$ cat src/dacr_cfg.svh
`ifndef DACR_CFG_SVH
`define DACR_CFG_SVH

// ******************************************************
// Register offsets
// ******************************************************
`define DACR_OFS_DATA_LOW  8'hfb
`define DACR_OFS_DATA_HIGH 8'hfc
`define DACR_OFS_CONTROL   8'hfd

// ******************************************************
// Control field positions
// ******************************************************
`define DACR_BIT_OUTPUT_PIN  4
`define DACR_BIT_EIGHT_BIT   3
`define DACR_BIT_RANGE       2
`define DACR_BIT_CLEAR_N     1
`define DACR_BIT_ENABLE      0
`define DACR_CTRL_WR_MASK    8'h1f

// ******************************************************
// Reset values
// ******************************************************
`define DACR_RST_DATA_LOW  8'h00
`define DACR_RST_DATA_HIGH 8'h00
`define DACR_RST_CONTROL   8'h00
`define DACR_RST_CODE      12'h000

`endif

$ cat src/dacr_pkg.sv
`default_nettype none

package dacr_pkg;

  // Register byte and converter code types
  typedef logic [7:0]  dacr_byte_t;
  typedef logic [11:0] dacr_code_t;

  // Which register an address selects
  typedef enum logic [1:0] {
    DACR_SEL_NONE = 2'b00,
    DACR_SEL_LOW  = 2'b01,
    DACR_SEL_HIGH = 2'b10,
    DACR_SEL_CTRL = 2'b11
  } dacr_sel_t;

endpackage

`default_nettype wire
$ cat src/dacr_control.sv
`timescale 1ns/100ps
`default_nettype none
`include "dacr_cfg.svh"

module dacr_control
(
  input  wire logic       clk,          // Core clock, 200 MHz
  input  wire logic       reset,        // Synchronous, active high
  input  wire logic [7:0] regAddr,      // Register address
  input  wire logic [7:0] regWrData,    // Write data
  input  wire logic       regWr,        // Write strobe
  input  wire logic       regRd,        // Read strobe
  output logic      [7:0] regRdData,    // Read data, cycle after strobe
  output logic     [11:0] dacCode,      // Code to the converter
  output logic            outPinAlt,    // High selects alternate pin
  output logic            rangeSupply,  // High selects supply range
  output logic            powerDown     // High powers converter down
);

  // ******************************************************
  // Helper functions
  // ******************************************************

  // Address decode, used by write and read paths
  function automatic dacr_pkg::dacr_sel_t selOf(input logic [7:0] a);
    dacr_pkg::dacr_sel_t s;
    s = dacr_pkg::DACR_SEL_NONE;
    if (a == `DACR_OFS_DATA_LOW)
      s = dacr_pkg::DACR_SEL_LOW;
    else if (a == `DACR_OFS_DATA_HIGH)
      s = dacr_pkg::DACR_SEL_HIGH;
    else if (a == `DACR_OFS_CONTROL)
      s = dacr_pkg::DACR_SEL_CTRL;
    return s;
  endfunction

  // Code assembly; upper nibble of high byte never used
  function automatic dacr_pkg::dacr_code_t codeOf(
    input logic                eightBit,
    input dacr_pkg::dacr_byte_t lo,
    input dacr_pkg::dacr_byte_t hi
  );
    dacr_pkg::dacr_code_t c;
    if (eightBit)
      c = {lo, 4'h0};
    else
      c = {hi[3:0], lo};
    return c;
  endfunction

  // ******************************************************
  // Register state
  // ******************************************************
  dacr_pkg::dacr_byte_t ctrl_r;
  dacr_pkg::dacr_byte_t ctrl_nxt;
  dacr_pkg::dacr_byte_t low_r;
  dacr_pkg::dacr_byte_t low_nxt;
  dacr_pkg::dacr_byte_t high_r;
  dacr_pkg::dacr_byte_t high_nxt;
  dacr_pkg::dacr_code_t code_r;
  dacr_pkg::dacr_code_t code_nxt;
  dacr_pkg::dacr_byte_t rdData_r;
  dacr_pkg::dacr_byte_t rdData_nxt;
  logic                 pinAlt_r;
  logic                 pinAlt_nxt;
  logic                 range_r;
  logic                 range_nxt;
  logic                 pwrDown_r;
  logic                 pwrDown_nxt;
  dacr_pkg::dacr_sel_t  sel;
  logic                 clearHold;

  assign sel = selOf(regAddr);
  // Clear bit low means data registers stay at zero
  assign clearHold = ~ctrl_nxt[`DACR_BIT_CLEAR_N];

  // ******************************************************
  // Control register
  // ******************************************************

  // Reserved bits masked off so they never hold state
  always_comb
  begin
    ctrl_nxt = ctrl_r;
    if (regWr && sel == dacr_pkg::DACR_SEL_CTRL)
      ctrl_nxt = regWrData & `DACR_CTRL_WR_MASK;
  end

  always_ff @(posedge clk)
  begin
    if (reset)
      ctrl_r <= `DACR_RST_CONTROL;
    else
      ctrl_r <= ctrl_nxt;
  end

  // ******************************************************
  // Data registers
  // ******************************************************

  // Writes lost while clear is held; hold takes effect with the write
  always_comb
  begin
    low_nxt  = low_r;
    high_nxt = high_r;
    if (regWr && sel == dacr_pkg::DACR_SEL_LOW)
      low_nxt = regWrData;
    if (regWr && sel == dacr_pkg::DACR_SEL_HIGH)
      high_nxt = regWrData;
    if (clearHold)
    begin
      low_nxt  = `DACR_RST_DATA_LOW;
      high_nxt = `DACR_RST_DATA_HIGH;
    end
  end

  always_ff @(posedge clk)
  begin
    if (reset)
    begin
      low_r  <= `DACR_RST_DATA_LOW;
      high_r <= `DACR_RST_DATA_HIGH;
    end
    else
    begin
      low_r  <= low_nxt;
      high_r <= high_nxt;
    end
  end

  // ******************************************************
  // Converter code and analog controls
  // ******************************************************

  // Code moves only on a low byte write or to zero on a clear, so a high byte write
  // alone never produces a half-updated glitch at the output
  always_comb
  begin
    code_nxt = code_r;
    if (regWr && sel == dacr_pkg::DACR_SEL_LOW)
      code_nxt = codeOf(ctrl_r[`DACR_BIT_EIGHT_BIT],
                        low_nxt, high_r);
    if (clearHold)
      code_nxt = `DACR_RST_CODE;
    pinAlt_nxt  = ctrl_nxt[`DACR_BIT_OUTPUT_PIN];
    range_nxt   = ctrl_nxt[`DACR_BIT_RANGE];
    pwrDown_nxt = ~ctrl_nxt[`DACR_BIT_ENABLE];
  end

  always_ff @(posedge clk)
  begin
    if (reset)
    begin
      code_r    <= `DACR_RST_CODE;
      pinAlt_r  <= 1'b0;
      range_r   <= 1'b0;
      pwrDown_r <= 1'b1;
    end
    else
    begin
      code_r    <= code_nxt;
      pinAlt_r  <= pinAlt_nxt;
      range_r   <= range_nxt;
      pwrDown_r <= pwrDown_nxt;
    end
  end

  // ******************************************************
  // Read port
  // ******************************************************

  // Unmapped addresses read zero; data valid one cycle only
  always_comb
  begin
    rdData_nxt = 8'h00;
    if (regRd)
    begin
      case (sel)
        dacr_pkg::DACR_SEL_LOW:  rdData_nxt = low_r;
        dacr_pkg::DACR_SEL_HIGH: rdData_nxt = high_r;
        dacr_pkg::DACR_SEL_CTRL: rdData_nxt = ctrl_r;
        default:                 rdData_nxt = 8'h00;
      endcase
    end
  end

  always_ff @(posedge clk)
  begin
    if (reset)
      rdData_r <= 8'h00;
    else
      rdData_r <= rdData_nxt;
  end

  assign regRdData   = rdData_r;
  assign dacCode     = code_r;
  assign outPinAlt   = pinAlt_r;
  assign rangeSupply = range_r;
  assign powerDown   = pwrDown_r;
endmodule
`default_nettype wire

$ cat config.mk
export PLATFORM = sky130hd
export DESIGN_NAME = dacr_control
export DESIGN_NICKNAME = d
export VERILOG_FILES = /design/src/dacr_pkg.sv /design/src/dacr_control.sv
export VERILOG_INCLUDE_DIRS = /design/src
export SDC_FILE = /design/constraint.sdc
export NUM_CORES = 1
export LEC_CHECK = 0
export ABC_AREA = 1
export BUFFER_PORTS_ARGS = -buffer_cell sky130_fd_sc_hd__buf_2
export CORE_AREA = 2 2 62 64
export CTS_BUF_LIST = sky130_fd_sc_hd__clkbuf_8
export DETAILED_ROUTE_END_ITERATION = 7
export DIE_AREA = 0 0 64 66
export PLACE_DENSITY_LB_ADDON = 0.15
export SYNTH_ARGS = -nofsm -noshare
export SYNTH_HDL_FRONTEND = slang
export SYNTH_SLANG_ARGS = --single-unit
$ cat constraint.sdc
create_clock -name clk -period 1.6 [get_ports clk]
set_input_delay 0.4 -clock clk [delete_from_list [all_inputs] [get_ports clk]]
set_output_delay 0.4 -clock clk [all_outputs]
set_load 0.1 [all_outputs]
### Yosys cells after proc, flatten, opt, wreduce, memory -nomap -nowiden

Index checks and enable logic that the tools add are counted.

* bitwise gates (word level): 3
* reductions and logical operators: 5
* equality and inequality tests: 6
* mux-type cells: 8

Operator list (count)
* 8-bit equality test, second input constant: 3
* 8-bit case mux with 3 select lines: 1
* 8-bit two-way mux: 2
* 12-bit two-way mux: 1
* 2-bit two-way mux: 3
* 5-bit two-way mux: 1
* 2-bit equality test, second input constant: 2
* 2-bit OR reduction: 2
* 1-bit logical AND: 3
* 1-bit NOT: 3
* 2-bit by 1-bit equality test with 1-bit output, second input constant: 1

* input port bits: 20
* register bits after elaboration: 44
* logic and storage cells: 31

### Longest topological paths before layout

* depth after elaboration: 9
* mapped depth: 11
* depth with buffers taken out: 10

### Worst setup path after synthesis

OpenSTA, ideal clock, no wires.

* kind: register to register
* from: register ctrl_r[2]
* to: register rdData_r[2], in the netlist regRdData[2]
* period minus slack after synthesis: 1.439 ns
* data arrival time: 1.382 ns
* cell stages (with the launch flop): 5
* slack: 0.161 ns
* library setup time: 0.057 ns
* cell sequence: dfxtp_1 inv_1 o211ai_1 nand3_1 inv_1

* longest elaborated chain between the ends: 1

Ends and longest elaborated chain
* start, declared: RTL line dacr_control.sv:54 `dacr_pkg::dacr_byte_t ctrl_r;`
* start signal, assigned: RTL line dacr_control.sv:92 `` ctrl_r <= `DACR_RST_CONTROL; ``
* start signal, assigned: RTL line dacr_control.sv:94 `ctrl_r <= ctrl_nxt;`
* 8-bit case mux with 3 select lines: RTL line dacr_control.sv:178 `case (sel)`
* end signal, assigned: RTL line dacr_control.sv:192 `rdData_r <= rdData_nxt;`
* end, declared: RTL line dacr_control.sv:62 `dacr_pkg::dacr_byte_t rdData_r;`

Every way passes these cells.
A chain may end at the register's enable or synchronous reset.

### Worst setup path after layout

* from: register code_r[4], in the netlist dacCode[4]
* to: output dacCode[4]

RTL lines
* start, declared: RTL line dacr_control.sv:60 `dacr_pkg::dacr_code_t code_r;`
* start signal, assigned: RTL line dacr_control.sv:154 `` code_r <= `DACR_RST_CODE; ``
* start signal, assigned: RTL line dacr_control.sv:161 `code_r <= code_nxt;`
* end, declared: RTL line dacr_control.sv:14 `output logic [11:0] dacCode,`

No word-level cell between the ends.

==> results.txt <==
ratio of cells with drive above 1 in the final layout - 29.6%
Reg2Reg Launch Point - ctrl_r[3]
worst vdd ir - 0.606 mV
residual DRC count - 0
final setup vio count - 0
height of the die - 66 um
# nets final - 323
die area - 0.00422 mm2
worst min-delay path startpoint - regWrData[5]
detailed router's first-iteration violation count - 130
synth unique cells - 25
outcome - finished clean
most common cell after layout, fill and taps aside - nand2_1
slowest cell on the critical path - buf_2
RSZ-0062 raised after global routing - false
Top Layer Used - met4
Routed Antenna Nets - 0
routed vias/inst - 5.24
met2 WL post-DR - 2140 um
Hold Vio Cnt, Final - 0
WL met1 - 2080 um
clk sinks - 42
Synth Instances - 241
antenna violations before repair - 0
Yosys top cell area share - 44.8%
Yosys reg bits - 42
die width - 64 um
Tmin final - 1.47 ns
critical path capture point type - output pin
delay-heaviest family, CP - buffers and inverters
final instance area - 0.00238 mm2
Clock Latency Late Sink - 0.29 ns
Antenna diodes - 0
CP Max Fanout - 2
top cells by area, synth - dfxtp_1, nand2_1, a21oi_1
routed length per placed instance - 12.9 um
placed cell areas - 0.00228 mm2
largest net degree at the start of global routing - 16
clock-pin transition on the worst setup and hold timing paths - 0.08 ns
postcts setup bufs - 0
Worst setup startpoint - dacCode[4]
Fillers - 332
fmax - 681 MHz
mean post-synth cell area - 7.79 um2
Synth Cell Area - 0.00188 mm2
sequential fraction of the synthesis area - 44.8%
vias in the first global route - 1649
CTS Root Cell - clkbuf_8
drt first pass iters - 4
CTS tree - done
most frequent cells in the layout - nand2_1, dfxtp_1, buf_2
synth-to-layout area growth - 26.8%
relative slew slack - 67.8%
cts bufs inserted - 5
max cap viols - 0
hpwl dp - 3510 um
crit path cell chain - buf_2
global-route usage over all layers - 24.0%
Site Rows - 22
total gr overflow - 0
routed vias - 1843
worst-margin pin slew - 0.486 ns
critical path class - register to output pin
syn nets - 261
Worst Hold Class - input port to register
Total Wirelength - 4550 um
Post-CTS Resized - 0
CP required - 1.20 ns
CP max stage delay - 0.43 ns
gpl congestion - 0.869
Critical Path Start Type - register
H-tree levels - 2
# IOs - 43
Synth warnings - 0
# hold bufs at CTS - 0
Data arrival, critical path - 1.07 ns
total negative setup slack - 0 ns
PwrDens - 782 mW/mm2
port bufs - 42
skew final - 0.00383 ns
Tcrit/Tclk final - 91.8%
Starting Density - 52.9%
first-pass GRT wire length - 7720 um
Yosys top cell by area - dfxtp_1
Worst Path Buf+Inv - 1
worst-case clock buffer depth - 2
Static Leak - 1.05 nW
met3 routed WL - 272 um
Placeable Area - 0.00355 mm2
Final Slew Violations - 0
==> cell usage after synthesis <==
| library cell | instances |
|---|---|
| buf_2 | 2 |
| a22oi_1 | 3 |
| nand4_1 | 11 |
| nor2_2 | 1 |
| o211ai_1 | 2 |
| dfxtp_1 | 42 |
| nand2_1 | 62 |
| nor2_4 | 5 |
| nor3_1 | 1 |
| inv_2 | 2 |
| buf_4 | 3 |
| nor4_1 | 1 |
| buf_6 | 4 |
| nand2_4 | 3 |
| a21oi_1 | 32 |
| nand3_1 | 23 |
| nand3_4 | 1 |
| a21oi_2 | 2 |
| nand3_2 | 1 |
| nand4_2 | 1 |
| o21a_2 | 1 |
| nand2_2 | 1 |
| inv_1 | 17 |
| nor2_1 | 6 |
| o21ai_0 | 14 |
==> routing by layer <==
metal / up-vias / GRT usage [%]
met4: 0 / 8.15
met1: 838 / 30.4
met5: - / 0
met3: 4 / 5.28
li1: 938 / -
met2: 63 / 40.5
==> metrics by stage <==
stage	power [W]	hold slack, ns	util, %	worst slack [ns]	cells
after floorplan	0.00111	0.435	-	0.161	241
after global placement	0.00117	0.450	64.3	-0.000863	344
after detailed placement	0.00117	0.450	64.3	-0.0345	344
after CTS	0.00188	0.357	67.0	0.110	352
after global routing	0.00192	0.372	67.0	0.0898	352
final	0.00186	0.367	67.0	0.131	352
==> registers in the layout (all words and copies together), names as in the netlist <==
| name | count |
|---|---|
| high_r | 8 |
| regRdData | 8 |
| low_r | 8 |
| powerDown | 1 |
| dacCode | 12 |
| ctrl_r | 5 |
==> final timing paths <==
path         depth (start not counted)  slack (ns)     endpoint
max reg2reg                          4        0.43  dacCode[10]
max                                  1        0.13   dacCode[4]
min                                  3        0.37    high_r[5]
min reg2reg                          2        0.46   dacCode[1]
==> worst reg2reg max path, stage by stage, from the launching register on <==
cell and delay (ns):
dfxtp_1 0.34, inv_1 0.11, nor4_1 0.36, nand3_1 0.13, a21oi_1 0.16
==> cells by family after synthesis <==
group	after synthesis	synth area share, %
AO/OA/AOI/OAI	54	15.7
buffers and inverters	28	7.93
AND/OR/NAND/NOR	117	31.6
flip-flops	42	44.8
==> cell type report <==
cell class / count / area (um2) / share of cell area, %
clock buffers: 6 / 82.6 / 3.47
clock inverters: 2 / 12.5 / 0.526
inverters: 19 / 71.3 / 3.00
multi-input cells: 171 / 887 / 37.3
flip-flops and latches: 42 / 841 / 35.3
well taps: 48 / 60.1 / 2.52
repair buffers: 64 / 425 / 17.9
==> power by group <==
| part | switching, W | internal, W |
|---|---|---|
| registers | 0.000000137 | 0.00104 |
| logic | 0.0000578 | 0.0000404 |
| clock network | 0.000371 | 0.000347 |
No activity file was read; power rests on OpenSTA's default activity.
